[config.mk]
export PLATFORM = sky130hd
export DESIGN_NAME = aic_control_port
export DESIGN_NICKNAME = d
export VERILOG_FILES = /design/src/design/aic_pkg.sv /design/src/design/aic_regfile.sv /design/src/design/aic_control_port.sv
export SDC_FILE = /design/constraint.sdc
export NUM_CORES = 1
export LEC_CHECK = 0
export BUFFER_PORTS_ARGS = -buffer_cell sky130_fd_sc_hd__buf_4
export CORE_AREA = 4 4 167 169
export CTS_CLUSTER_SIZE = 25
export DETAILED_ROUTE_END_ITERATION = 12
export DIE_AREA = 0 0 171 173
export GPL_ROUTABILITY_DRIVEN = 1
export GPL_TIMING_DRIVEN = 0
export PLACE_DENSITY_LB_ADDON = 0.2
export SYNTH_ARGS = -nofsm -noshare
export SYNTH_HDL_FRONTEND = slang
export SYNTH_HIERARCHICAL = 1
export SYNTH_SLANG_ARGS = --single-unit
[constraint.sdc]
create_clock -name pclk -period 3.3 [get_ports pclk]
set_input_delay 0.165 -clock pclk [delete_from_list [all_inputs] [get_ports pclk]]
set_output_delay 0.165 -clock pclk [all_outputs]
set_load 0.05 [all_outputs]
[src/design/aic_pkg.sv]
// constants and types shared by the amplifier control port
package aic_pkg;

// ****************************************
// Overview of operation
// RULE_01: device is slave only; never stretches SCL nor inserts wait states.
// RULE_02: link runs at up to 100 kbps for every transfer type.
// RULE_03: bytes of eight bits, MSB first, each acknowledged by a ninth bit.
// RULE_04: device pulls SDA low through the acknowledge clock of accepted bytes.
// RULE_05: master opens with start, closes with stop releasing the bus.
// RULE_06: SDA changes only while SCL is low, except start and stop.
// RULE_07: SDA and SCL are open drain; sides only pull low or release.
// RULE_08: first byte is seven-bit address plus direction; five bits fixed.
// RULE_09: two address bits from strap give write addresses D8 to DE.
// RULE_10: strap also picks oscillator role: ground leads, others follow.
// RULE_11: sync pin aligns oscillators of linked devices or takes external clock.
// RULE_12: direction bit 0 writes, 1 starts a read back.
// RULE_13: single write: address, subaddress, data, each acknowledged, then stop.
// RULE_14: after each acknowledged write byte subaddress advances by one.
// RULE_15: single read: subaddress write, repeated start, read address, one byte.
// RULE_16: master acknowledges all but last read byte; subaddress advances.
// RULE_17: fault registers are read one at a time, no auto increment.
// RULE_18: any number of data bytes between start and stop.
// RULE_19: every fault and detection is reported in pollable registers.
// RULE_20: each channel gain settable to 12, 20, 26 or 32 dB.
// RULE_21: master can put one channel in high impedance as a mute.
// RULE_22: master can clear faults and leave high impedance as an unmute.
// RULE_23: subaddresses 00 to 07 read only status, 08 to 0F control.
// RULE_24: unmatched address gets no acknowledge; bus ignored until next start.
// RULE_25: one subaddress byte follows write address, sets start register.
// ****************************************

localparam logic [4:0] DEV_ADDR_FIXED = 5'h1B;
localparam int REG_COUNT = 16;
localparam logic [7:0] SUB_FAULT_LAST = 8'h03;
localparam logic [7:0] SUB_CTRL_FIRST = 8'h08;
localparam logic [7:0] SUB_LAST = 8'h0F;
localparam logic [7:0] SUB_GAIN = 8'h08;
localparam logic [7:0] SUB_OUTSTATE = 8'h0C;
localparam int OUTSTATE_CLEAR_BIT = 4;

// apb map: register n of the map sits at byte address 4*n
localparam logic [11:0] APB_PORT_STATUS = 12'h040;
localparam logic [11:0] APB_PORT_CTRL = 12'h044;
localparam logic PORT_EN_RESET = 1'h1;
localparam int ST_STRAP_LSB = 0;
localparam int ST_LEADER = 2;
localparam int ST_BUSY = 3;
localparam int ST_ADDRESSED = 4;

// leader drives the sync pin at this rate
localparam int SYS_CLK_KHZ = 100000;
localparam int SYNC_FREQ_KHZ = 250;
localparam logic [7:0] SYNC_HALF_CYCLES = 8'(SYS_CLK_KHZ / (2 * SYNC_FREQ_KHZ));
localparam logic [1:0] STRAP_SETTLE = 2'h3;
localparam logic [1:0] STRAP_LEADER = 2'h0;

typedef enum logic [3:0] {
   ST_IDLE = 4'h0,
   ST_ADDR = 4'h1,
   ST_SUB = 4'h2,
   ST_WDATA = 4'h3,
   ST_WACK = 4'h4,
   ST_RLOAD = 4'h5,
   ST_RDATA = 4'h6,
   ST_RACK = 4'h7,
   ST_IGNORE = 4'h8
} aic_state_type;

typedef enum logic [1:0] {
   GAIN_12DB = 2'h0,
   GAIN_20DB = 2'h1,
   GAIN_26DB = 2'h2,
   GAIN_32DB = 2'h3
} aic_gain_type;

typedef struct packed {
   logic en;
   logic [3:0] addr;
   logic [7:0] data;
} aic_wr_type;

typedef logic [7:0][7:0] aic_bank_type;

endpackage

[src/design/aic_regfile.sv]
// sixteen byte register file with two write and two registered read ports
`timescale 1ns/1ns
module aic_regfile
   import aic_pkg::*;
(
   // clock and reset
   input wire logic pclk,
   input wire logic presetn,
   // write ports, port a wins on the same address
   input wire aic_wr_type wr_a,
   input wire aic_wr_type wr_b,
   // read ports
   input wire logic [3:0] raddr_a,
   input wire logic [3:0] raddr_b,
   output logic [7:0] rdata_a,
   output logic [7:0] rdata_b,
   // control bytes 08 to 0F
   output aic_bank_type ctrl_bank
);

logic [7:0] mem_reg [REG_COUNT];
logic [7:0] mem_next [REG_COUNT];
logic [7:0] rda_reg;
logic [7:0] rdb_reg;

always_comb begin
   for (int i = 0; i < REG_COUNT; i++) begin
      mem_next[i] = mem_reg[i];
   end
   if (wr_b.en) begin
      mem_next[wr_b.addr] = wr_b.data;
   end
   if (wr_a.en) begin
      mem_next[wr_a.addr] = wr_a.data;
   end
end

always_ff @(posedge pclk or negedge presetn) begin
   if (!presetn) begin
      for (int i = 0; i < REG_COUNT; i++) begin
         mem_reg[i] <= 8'h00;
      end
      rda_reg <= 8'h00;
      rdb_reg <= 8'h00;
   end else begin
      for (int i = 0; i < REG_COUNT; i++) begin
         mem_reg[i] <= mem_next[i];
      end
      rda_reg <= mem_reg[raddr_a];
      rdb_reg <= mem_reg[raddr_b];
   end
end

assign rdata_a = rda_reg;
assign rdata_b = rdb_reg;

always_comb begin
   for (int i = 0; i < 8; i++) begin
      ctrl_bank[i] = mem_reg[i + 8];
   end
end

endmodule

[src/design/aic_control_port.sv]
// serial control port slave with apb side access
//
// The APB slave port and the register addresses are this design's own decisions.
`timescale 1ns/1ns
module aic_control_port
   import aic_pkg::*;
(
   // clock and reset
   input wire logic pclk,
   input wire logic presetn,
   // apb slave
   input wire logic [11:0] paddr,
   input wire logic psel,
   input wire logic penable,
   input wire logic pwrite,
   input wire logic [31:0] pwdata,
   output logic [31:0] prdata,
   output logic pready,
   output logic pslverr,
   // serial link pins
   input wire logic scl_in,
   output logic scl_out,
   output logic scl_oe,
   input wire logic sda_in,
   output logic sda_out,
   output logic sda_oe,
   // address strap
   input wire logic [1:0] strap_level,
   // oscillator sync pin
   input wire logic oscillator_sync_pin_in,
   output logic oscillator_sync_pin_out,
   output logic oscillator_sync_pin_oe,
   // amplifier controls
   output logic oscillator_leader_role,
   output logic sync_tick,
   output aic_gain_type [3:0] channel_gain,
   output logic [3:0] channel_hiz,
   output logic fault_clear,
   output aic_bank_type ctrl_bank
);

// ****************************************
// pin synchronisers and edge detect
// ****************************************
logic scl_s1_reg, scl_s2_reg, scl_s3_reg;
logic sda_s1_reg, sda_s2_reg, sda_s3_reg;
logic osc_s1_reg, osc_s2_reg, osc_s3_reg;
logic [1:0] strap_s1_reg, strap_s2_reg;
logic start_ev, stop_ev, rise_ev, fall_ev;

// 10 ns sampling far outruns a 100 kbps link
always_ff @(posedge pclk or negedge presetn) begin // RULE_02
   if (!presetn) begin
      scl_s1_reg <= 1'b1;
      scl_s2_reg <= 1'b1;
      scl_s3_reg <= 1'b1;
      sda_s1_reg <= 1'b1;
      sda_s2_reg <= 1'b1;
      sda_s3_reg <= 1'b1;
      osc_s1_reg <= 1'b0;
      osc_s2_reg <= 1'b0;
      osc_s3_reg <= 1'b0;
      strap_s1_reg <= 2'h0;
      strap_s2_reg <= 2'h0;
   end else begin
      scl_s1_reg <= scl_in;
      scl_s2_reg <= scl_s1_reg;
      scl_s3_reg <= scl_s2_reg;
      sda_s1_reg <= sda_in;
      sda_s2_reg <= sda_s1_reg;
      sda_s3_reg <= sda_s2_reg;
      osc_s1_reg <= oscillator_sync_pin_in;
      osc_s2_reg <= osc_s1_reg;
      osc_s3_reg <= osc_s2_reg;
      strap_s1_reg <= strap_level;
      strap_s2_reg <= strap_s1_reg;
   end
end

assign start_ev = scl_s2_reg && scl_s3_reg && sda_s3_reg && !sda_s2_reg; // RULE_05
assign stop_ev = scl_s2_reg && scl_s3_reg && !sda_s3_reg && sda_s2_reg; // RULE_05
assign rise_ev = scl_s2_reg && !scl_s3_reg;
assign fall_ev = !scl_s2_reg && scl_s3_reg;

// ****************************************
// strap capture and oscillator role
// ****************************************
logic [1:0] strap_wait_reg, strap_wait_next;
logic [1:0] strap_code_reg, strap_code_next;
logic strap_done_reg, strap_done_next;
logic [7:0] div_reg, div_next;
logic osc_out_reg, osc_out_next;
logic osc_oe_reg, osc_oe_next;
logic leader_reg, leader_next;
logic tick_reg, tick_next;
logic [6:0] own_addr;

assign own_addr = {DEV_ADDR_FIXED, strap_code_reg}; // RULE_08 RULE_09

always_comb begin
   strap_wait_next = strap_wait_reg;
   strap_code_next = strap_code_reg;
   strap_done_next = strap_done_reg;
   div_next = div_reg;
   osc_out_next = osc_out_reg;
   tick_next = 1'b0;
   if (!strap_done_reg) begin
      strap_wait_next = strap_wait_reg + 2'h1;
      if (strap_wait_reg == STRAP_SETTLE) begin
         strap_code_next = strap_s2_reg;
         strap_done_next = 1'b1;
      end
   end
   leader_next = strap_done_reg && (strap_code_reg == STRAP_LEADER); // RULE_10
   osc_oe_next = leader_next;
   if (leader_reg) begin // RULE_11
      div_next = div_reg + 8'h01;
      if (div_reg == SYNC_HALF_CYCLES - 8'h01) begin
         div_next = 8'h00;
         osc_out_next = !osc_out_reg;
         tick_next = !osc_out_reg;
      end
   end else begin
      tick_next = strap_done_reg && osc_s2_reg && !osc_s3_reg; // RULE_11
   end
end

always_ff @(posedge pclk or negedge presetn) begin
   if (!presetn) begin
      strap_wait_reg <= 2'h0;
      strap_code_reg <= 2'h0;
      strap_done_reg <= 1'b0;
      div_reg <= 8'h00;
      osc_out_reg <= 1'b0;
      osc_oe_reg <= 1'b0;
      leader_reg <= 1'b0;
      tick_reg <= 1'b0;
   end else begin
      strap_wait_reg <= strap_wait_next;
      strap_code_reg <= strap_code_next;
      strap_done_reg <= strap_done_next;
      div_reg <= div_next;
      osc_out_reg <= osc_out_next;
      osc_oe_reg <= osc_oe_next;
      leader_reg <= leader_next;
      tick_reg <= tick_next;
   end
end

// ****************************************
// serial link engine
// ****************************************
aic_state_type st_reg, st_next, ackto_reg, ackto_next;
logic [2:0] cnt_reg, cnt_next;
logic full_reg, full_next;
logic [7:0] shift_reg, shift_next;
logic [7:0] tx_reg, tx_next;
logic [7:0] sub_reg, sub_next;
logic sda_oe_reg, sda_oe_next;
logic fclr_reg, fclr_next;
logic port_en_reg, port_en_next;
logic [7:0] rdata_a;
logic [7:0] rdata_b;
logic [7:0] load_byte;
aic_wr_type i2c_wr, apb_wr;

always_comb begin
   st_next = st_reg;
   ackto_next = ackto_reg;
   cnt_next = cnt_reg;
   full_next = full_reg;
   shift_next = shift_reg;
   tx_next = tx_reg;
   sub_next = sub_reg;
   sda_oe_next = sda_oe_reg;
   fclr_next = 1'b0;
   i2c_wr = '0;
   load_byte = (sub_reg[7:4] == 4'h0) ? rdata_a : 8'h00;
   if (start_ev) begin // RULE_05
      st_next = ST_ADDR;
      cnt_next = 3'h0;
      full_next = 1'b0;
      sda_oe_next = 1'b0;
   end else if (stop_ev) begin
      st_next = ST_IDLE;
      sda_oe_next = 1'b0;
   end else begin
      case (st_reg)
         ST_ADDR, ST_SUB, ST_WDATA: begin
            if (rise_ev && !full_reg) begin // RULE_03
               shift_next = {shift_reg[6:0], sda_s2_reg};
               cnt_next = cnt_reg + 3'h1;
               full_next = (cnt_reg == 3'h7);
            end else if (fall_ev && full_reg) begin // RULE_06
               full_next = 1'b0;
               cnt_next = 3'h0;
               sda_oe_next = 1'b1; // RULE_04
               st_next = ST_WACK;
               case (st_reg)
                  ST_ADDR: begin
                     if (shift_reg[7:1] != own_addr || !port_en_reg || !strap_done_reg) begin
                        sda_oe_next = 1'b0; // RULE_24
                        st_next = ST_IGNORE;
                     end else if (shift_reg[0]) begin // RULE_12
                        st_next = ST_RLOAD; // RULE_15
                     end else begin
                        ackto_next = ST_SUB; // RULE_25
                     end
                  end
                  ST_SUB: begin
                     sub_next = shift_reg; // RULE_25 RULE_13
                     ackto_next = ST_WDATA;
                  end
                  default: begin
                     ackto_next = ST_WDATA; // RULE_18
                     if (sub_reg >= SUB_CTRL_FIRST && sub_reg <= SUB_LAST) begin // RULE_23
                        i2c_wr = '{en: 1'b1, addr: sub_reg[3:0], data: shift_reg}; // RULE_13
                        fclr_next = (sub_reg == SUB_OUTSTATE) &&
                           shift_reg[OUTSTATE_CLEAR_BIT]; // RULE_22
                     end
                     sub_next = sub_reg + 8'h01; // RULE_14
                  end
               endcase
            end
         end
         ST_WACK: begin
            if (fall_ev) begin // RULE_04
               sda_oe_next = 1'b0;
               st_next = ackto_reg;
            end
         end
         ST_RLOAD: begin
            if (fall_ev) begin // RULE_06
               tx_next = load_byte;
               sda_oe_next = !load_byte[7]; // RULE_07
               cnt_next = 3'h0;
               full_next = 1'b0;
               st_next = ST_RDATA;
            end
         end
         ST_RDATA: begin
            if (rise_ev && !full_reg) begin
               cnt_next = cnt_reg + 3'h1;
               full_next = (cnt_reg == 3'h7);
            end else if (fall_ev) begin
               if (full_reg) begin
                  sda_oe_next = 1'b0;
                  full_next = 1'b0;
                  st_next = ST_RACK;
                  if (sub_reg > SUB_FAULT_LAST) begin // RULE_17
                     sub_next = sub_reg + 8'h01; // RULE_16
                  end
               end else begin
                  tx_next = {tx_reg[6:0], 1'b0}; // RULE_03
                  sda_oe_next = !tx_reg[6];
               end
            end
         end
         ST_RACK: begin
            if (rise_ev) begin // RULE_16
               st_next = sda_s2_reg ? ST_IGNORE : ST_RLOAD;
            end
         end
         default: begin
            sda_oe_next = 1'b0;
         end
      endcase
   end
end

always_ff @(posedge pclk or negedge presetn) begin
   if (!presetn) begin
      st_reg <= ST_IDLE;
      ackto_reg <= ST_SUB;
      cnt_reg <= 3'h0;
      full_reg <= 1'b0;
      shift_reg <= 8'h00;
      tx_reg <= 8'h00;
      sub_reg <= 8'h00;
      sda_oe_reg <= 1'b0;
      fclr_reg <= 1'b0;
   end else begin
      st_reg <= st_next;
      ackto_reg <= ackto_next;
      cnt_reg <= cnt_next;
      full_reg <= full_next;
      shift_reg <= shift_next;
      tx_reg <= tx_next;
      sub_reg <= sub_next;
      sda_oe_reg <= sda_oe_next;
      fclr_reg <= fclr_next;
   end
end

// open drain: only ever pull low, SCL never driven
assign sda_out = 1'b0; // RULE_07
assign sda_oe = sda_oe_reg;
assign scl_out = 1'b0;
assign scl_oe = 1'b0; // RULE_01

// ****************************************
// register file
// ****************************************
aic_bank_type bank;

aic_regfile u_regfile (
   .pclk(pclk),
   .presetn(presetn),
   .wr_a(i2c_wr),
   .wr_b(apb_wr),
   .raddr_a(sub_reg[3:0]),
   .raddr_b(paddr[5:2]),
   .rdata_a(rdata_a),
   .rdata_b(rdata_b),
   .ctrl_bank(bank)
);

// ****************************************
// apb slave
// ****************************************
logic [31:0] prdata_reg, prdata_next;
logic pready_reg, pready_next;
logic pslverr_reg, pslverr_next;
logic busy_reg, busy_next;
logic in_regs, apb_acc;
logic [31:0] status_word;

assign in_regs = (paddr[11:6] == 6'h00) && (paddr[1:0] == 2'h0);
assign apb_acc = psel && penable && !pready_reg;

always_comb begin
   status_word = 32'h0000_0000;
   status_word[ST_STRAP_LSB +: 2] = strap_code_reg;
   status_word[ST_LEADER] = leader_reg;
   status_word[ST_BUSY] = (st_reg != ST_IDLE);
   status_word[ST_ADDRESSED] = (st_reg != ST_IDLE) && (st_reg != ST_IGNORE) &&
      (st_reg != ST_ADDR);
end

always_comb begin
   prdata_next = prdata_reg;
   pready_next = 1'b0;
   pslverr_next = 1'b0;
   busy_next = busy_reg;
   port_en_next = port_en_reg;
   apb_wr = '0;
   if (apb_acc && !busy_reg) begin
      busy_next = 1'b1;
   end else if (apb_acc) begin
      busy_next = 1'b0;
      pready_next = 1'b1;
      if (pwrite) begin
         // only status bytes and port control are writable from this side
         pslverr_next = !((in_regs && !paddr[5]) || paddr == APB_PORT_CTRL);
      end else if (in_regs) begin
         prdata_next = {24'h000000, rdata_b}; // RULE_19
      end else if (paddr == APB_PORT_STATUS) begin
         prdata_next = status_word;
      end else if (paddr == APB_PORT_CTRL) begin
         prdata_next = {31'h00000000, port_en_reg};
      end else begin
         prdata_next = 32'h0000_0000;
         pslverr_next = 1'b1;
      end
   end
   if (pready_reg && psel && penable && pwrite && !pslverr_reg) begin
      if (paddr == APB_PORT_CTRL) begin
         port_en_next = pwdata[0];
      end else begin
         apb_wr = '{en: 1'b1, addr: paddr[5:2], data: pwdata[7:0]}; // RULE_19 RULE_23
      end
   end
end

always_ff @(posedge pclk or negedge presetn) begin
   if (!presetn) begin
      prdata_reg <= 32'h0000_0000;
      pready_reg <= 1'b0;
      pslverr_reg <= 1'b0;
      busy_reg <= 1'b0;
      port_en_reg <= PORT_EN_RESET;
   end else begin
      prdata_reg <= prdata_next;
      pready_reg <= pready_next;
      pslverr_reg <= pslverr_next;
      busy_reg <= busy_next;
      port_en_reg <= port_en_next;
   end
end

assign prdata = prdata_reg;
assign pready = pready_reg;
assign pslverr = pslverr_reg;

// ****************************************
// amplifier control outputs
// ****************************************
aic_bank_type ctrl_reg;
aic_gain_type [3:0] gain_reg;
logic [3:0] hiz_reg;

always_ff @(posedge pclk or negedge presetn) begin
   if (!presetn) begin
      ctrl_reg <= '0;
      gain_reg <= {4{GAIN_12DB}};
      hiz_reg <= 4'h0;
   end else begin
      ctrl_reg <= bank;
      for (int i = 0; i < 4; i++) begin
         gain_reg[i] <= aic_gain_type'(bank[SUB_GAIN[2:0]][2 * i +: 2]); // RULE_20
      end
      hiz_reg <= bank[SUB_OUTSTATE[2:0]][3:0]; // RULE_21 RULE_22
   end
end

assign ctrl_bank = ctrl_reg;
assign channel_gain = gain_reg;
assign channel_hiz = hiz_reg;
assign fault_clear = fclr_reg;
assign oscillator_sync_pin_out = osc_out_reg;
assign oscillator_sync_pin_oe = osc_oe_reg;
assign oscillator_leader_role = leader_reg;
assign sync_tick = tick_reg;

endmodule

==> impl_metrics.env <==
export IMPL_antenna_found_initial=0
export IMPL_io_buffers=121
export IMPL_grt_total_usage_pct=35.2
export IMPL_skew_ps=17.1
export IMPL_antenna_cells=0
export IMPL_synth_top_area_share_pct=44.8
export IMPL_worstPathMaxFanout=17
export IMPL_setup_viol=0
export IMPL_grt_setup_unrepaired="no"
export IMPL_syn2layout_area_growth_pct=17.6
export IMPL_max_freq_mhz=317
export IMPL_post_drt_wl_per_cell_um=25.3
export IMPL_reg2reg_depth=9
export IMPL_syn_area_mm2=0.0154
export IMPL_slowest_stage="buf_1"
export IMPL_drtIter0Drc=2156
export IMPL_layout_drive_gt1_share_pct=27.1
export IMPL_synth_distinct_cells=77
export IMPL_power_density_mw_per_mm2=469
export IMPL_synth_edf_count=0
export IMPL_initial_core_util_pct=58.1
export IMPL_r2r_start="pready$_DFF_PN0_"
export IMPL_seq_area_frac_synth_pct=45.9
export IMPL_h_tree_depth=1
export IMPL_critPathKind="register to register"
export IMPL_startpoint_type="register"
export IMPL_cts_tree="built"
export IMPL_first_pass_iters=8
export IMPL_grt_pass1_vias=13300
export IMPL_startpoint="pready$_DFF_PN0_"
export IMPL_hold_ws_ps=177
export IMPL_drv_slew=0
export IMPL_status="completed"
export IMPL_cts_buffers=31
export IMPL_hold_violations=0
export IMPL_synth_compound_area_share_pct=15.2
export IMPL_place_gp_congestion=1.02
export IMPL_hold_path_class="input port to register"
export IMPL_synthArstFlopShare_pct=100
export IMPL_yosys_area_top_type="dfrtp_1"
export IMPL_final_cell_area_mm2=0.0181
export IMPL_drv_cap=0
export IMPL_synth_top_family_by_area="simple AND/OR/NAND/NOR gates"
export IMPL_yosys_area_share_simple_pct=16.7
export IMPL_die_h_um=173
export IMPL_timing_slew_headroom_pct=43.5
export IMPL_cpPeakStageDelay_ps=700
export IMPL_die_area_mm2=0.0296
export IMPL_cts_sinks=283
export IMPL_synth_avg_cell_area_um2=10.1
export IMPL_core_area_mm2=0.0266
export IMPL_synthMuxAreaShare_pct=10.9
export IMPL_ys_flop_type="dfrtp_1"
export IMPL_fin_cells=2078
export IMPL_path_clk_slew_ps=60
export IMPL_nNetsFinal=1775
export IMPL_path_cells="nand2_1 -> nor3_1 -> a21boi_2 -> clkbuf_2 -> and2_1 -> clkbuf_1 -> buf_1 -> nand3_1 -> a31oi_1"
export IMPL_via_per_inst=6.66
export IMPL_dpl_instance_area_mm2=0.0169
export IMPL_placed_cells_incl_taps=2017
export IMPL_cts_path_max_buffers=3
export IMPL_via_count=13800
export IMPL_clock_latency_ps=580
export IMPL_end_kind="register"
export IMPL_worstMarginPinSlew_ps=847
export IMPL_holdPathEnd="prdata[6]$_DFFE_PN0P_"
export IMPL_drcViolationCount=0
export IMPL_fillers=2109
export IMPL_dp_hpwl_um=37100
export IMPL_crit_arrival_ps=3640
export IMPL_timing_rr_end="u_regfile/ctrl_bank[11]$_DFF_PN0_"
export IMPL_ys_warnings_count=6
export IMPL_synth_xor_area_share_pct=0.730
export IMPL_synthCells=1527
export IMPL_ys_top_cells_by_area="dfrtp_1, mux4_2, a31oi_1, buf_4, o21ai_0"
export IMPL_ant_nets=0
export IMPL_synthAdderAreaFrac_pct=0.486
export IMPL_die_w_um=171
export IMPL_post_cts_setup_buffers=0
export IMPL_finalCritPeriodShare_pct=95.6
export IMPL_vdd_ir_drop_max_uv=377
export IMPL_worst_hold_startpoint="paddr[8]"
export IMPL_rrSetupSlack_ps=150
export IMPL_synth_seq_cells=283
export IMPL_cts_root_buf="clkbuf_16"
export IMPL_io_pins=173
export IMPL_grt_max_degree=123
export IMPL_critical_path_required_ps=3780
export IMPL_core_rowCount=60
export IMPL_overflow=0
export IMPL_layout_min_cycle_time_ps=3150
export IMPL_worstHoldPathCells=5
export IMPL_grt_pass1_wl_um=80400
export IMPL_fin_setup_tns_ps=0
export IMPL_drt_wl_total_um=52600
export IMPL_leakagePower_nw=6.63
==> how the worst max path moves through the flow <==
| stage | end | depth (start not counted) | slack, ps |
|---|---|---|---|
| floorplan | u_regfile/mem_reg[77]$_DFF_PN0_ | 10 | 640 |
| global placement | u_regfile/mem_reg[82]$_DFF_PN0_ | 1 | -300 |
| detailed placement | u_regfile/ctrl_bank[51]$_DFF_PN0_ | 10 | -260 |
| CTS | u_regfile/ctrl_bank[18]$_DFF_PN0_ | 9 | 10 |
| global route | u_regfile/mem_reg[108]$_DFF_PN0_ | 12 | 3 |
| finish | u_regfile/ctrl_bank[11]$_DFF_PN0_ | 9 | 150 |
==> metrics by stage <==
| step | worst slack [ps] | utilization, % | total power [mW] |
|---|---|---|---|
| after floorplan | 640 | - | 4.63 |
| after global placement | -304 | 63.5 | 5.00 |
| after detailed placement | -257 | 63.7 | 5.04 |
| after CTS | 10.5 | 68.2 | 8.53 |
| after global routing | 3.43 | 68.3 | 8.79 |
| final | 145 | 68.3 | 8.52 |
==> critical path, delay by kind of cell (launching register included) <==
kind                   cells  cell delay [ps]
buffers and inverters      3             1410
AND/OR/NAND/NOR            4              630
AO/OA/AOI/OAI              2              620
flip-flops                 1              390
==> cell type report <==
cell class / instances / area, um^2 / area share, %
sequential: 283 / 7090 / 39.1
multi-input combinational: 982 / 6930 / 38.2
buffer: 265 / 1490 / 8.22
timing repair buffer: 140 / 1140 / 6.29
clock buffer: 43 / 901 / 4.96
tap: 341 / 427 / 2.35
clock inverter: 12 / 128 / 0.703
inverter: 12 / 45.0 / 0.248
==> cells by family (layout without fill, tap and decap cells) <==
family                     count (synthesis)  count (layout)
AOI/OAI and AO/OA                        381             381
xor gates and xnor gates                  12              12
other                                      1              27
muxes                                     85              85
DFF                                      283             283
buffers and inverters                    288             472
adders and majority gates                  6               6
and+or+nand+nor                          471             471
==> cell usage after synthesis (3+ instances only) <==
master / instances
dfrtp_1: 276
o21ai_0: 147
nand3_1: 138
a31oi_1: 136
nor3_1: 134
clkbuf_1: 118
buf_4: 110
mux4_2: 64
nand2_1: 51
buf_2: 34
a22oi_1: 33
and2_1: 26
mux2_2: 20
nor2_1: 17
or2_2: 16
a21oi_1: 13
buf_1: 13
inv_1: 12
nand2b_1: 12
a22o_1: 11
nand3b_1: 11
nor2b_1: 10
a32oi_1: 8
and3_1: 7
dfstp_2: 7
nand4_1: 7
ha_1: 6
xnor2_1: 6
a21o_1: 5
o211ai_1: 5
o22ai_1: 5
xor2_1: 5
nor3b_1: 4
or2_1: 4
and3b_1: 3
o31ai_1: 3
==> power breakdown <==
part           leakage (nW)  switching [mW]  total [mW]  internal, mW
clock network         0.514            1.42        3.48          2.05
registers              2.84           0.220        3.94          3.72
logic                  3.28           0.633        1.11         0.475
total                  6.63            2.28        8.52          6.24
==> cell usage in the layout (no fill, tap or decap), types with 12 or more instances in the layout <==
master and instances:
nand2_1 51, nor2_1 16, a21oi_1 13, and2_1 26, dfrtp_1 276, dlygate4sd3_1 17, o21ai_0 147, buf_4 230
mux4_2 64, buf_2 34, inv_1 12, clkbuf_2 24, conb_1 27, a22oi_1 33, nor3_1 134, a31oi_1 136
mux2_2 20, clkbuf_1 90, or2_2 16, nand3_1 138, clkbuf_16 31
==> layer usage <==
layer	GRT usage, %	routed length, um	vias to the layer above	share of wire [%]
li1	-	-	5898	-
met5	0	0	-	0
met3	9.24	6740	211	13
met1	49.5	19700	6636	37
met4	15.9	3140	0	6.0
met2	51.5	23000	1101	44
==> timing repair <==
item,in CTS,in global routing
pin swaps,0,0
hold buffers,17,0
setup endpoints to repair,109,127
resized for setup,6,46
hold endpoints to repair,95,0
No activity file was read; power rests on OpenSTA's default activity.
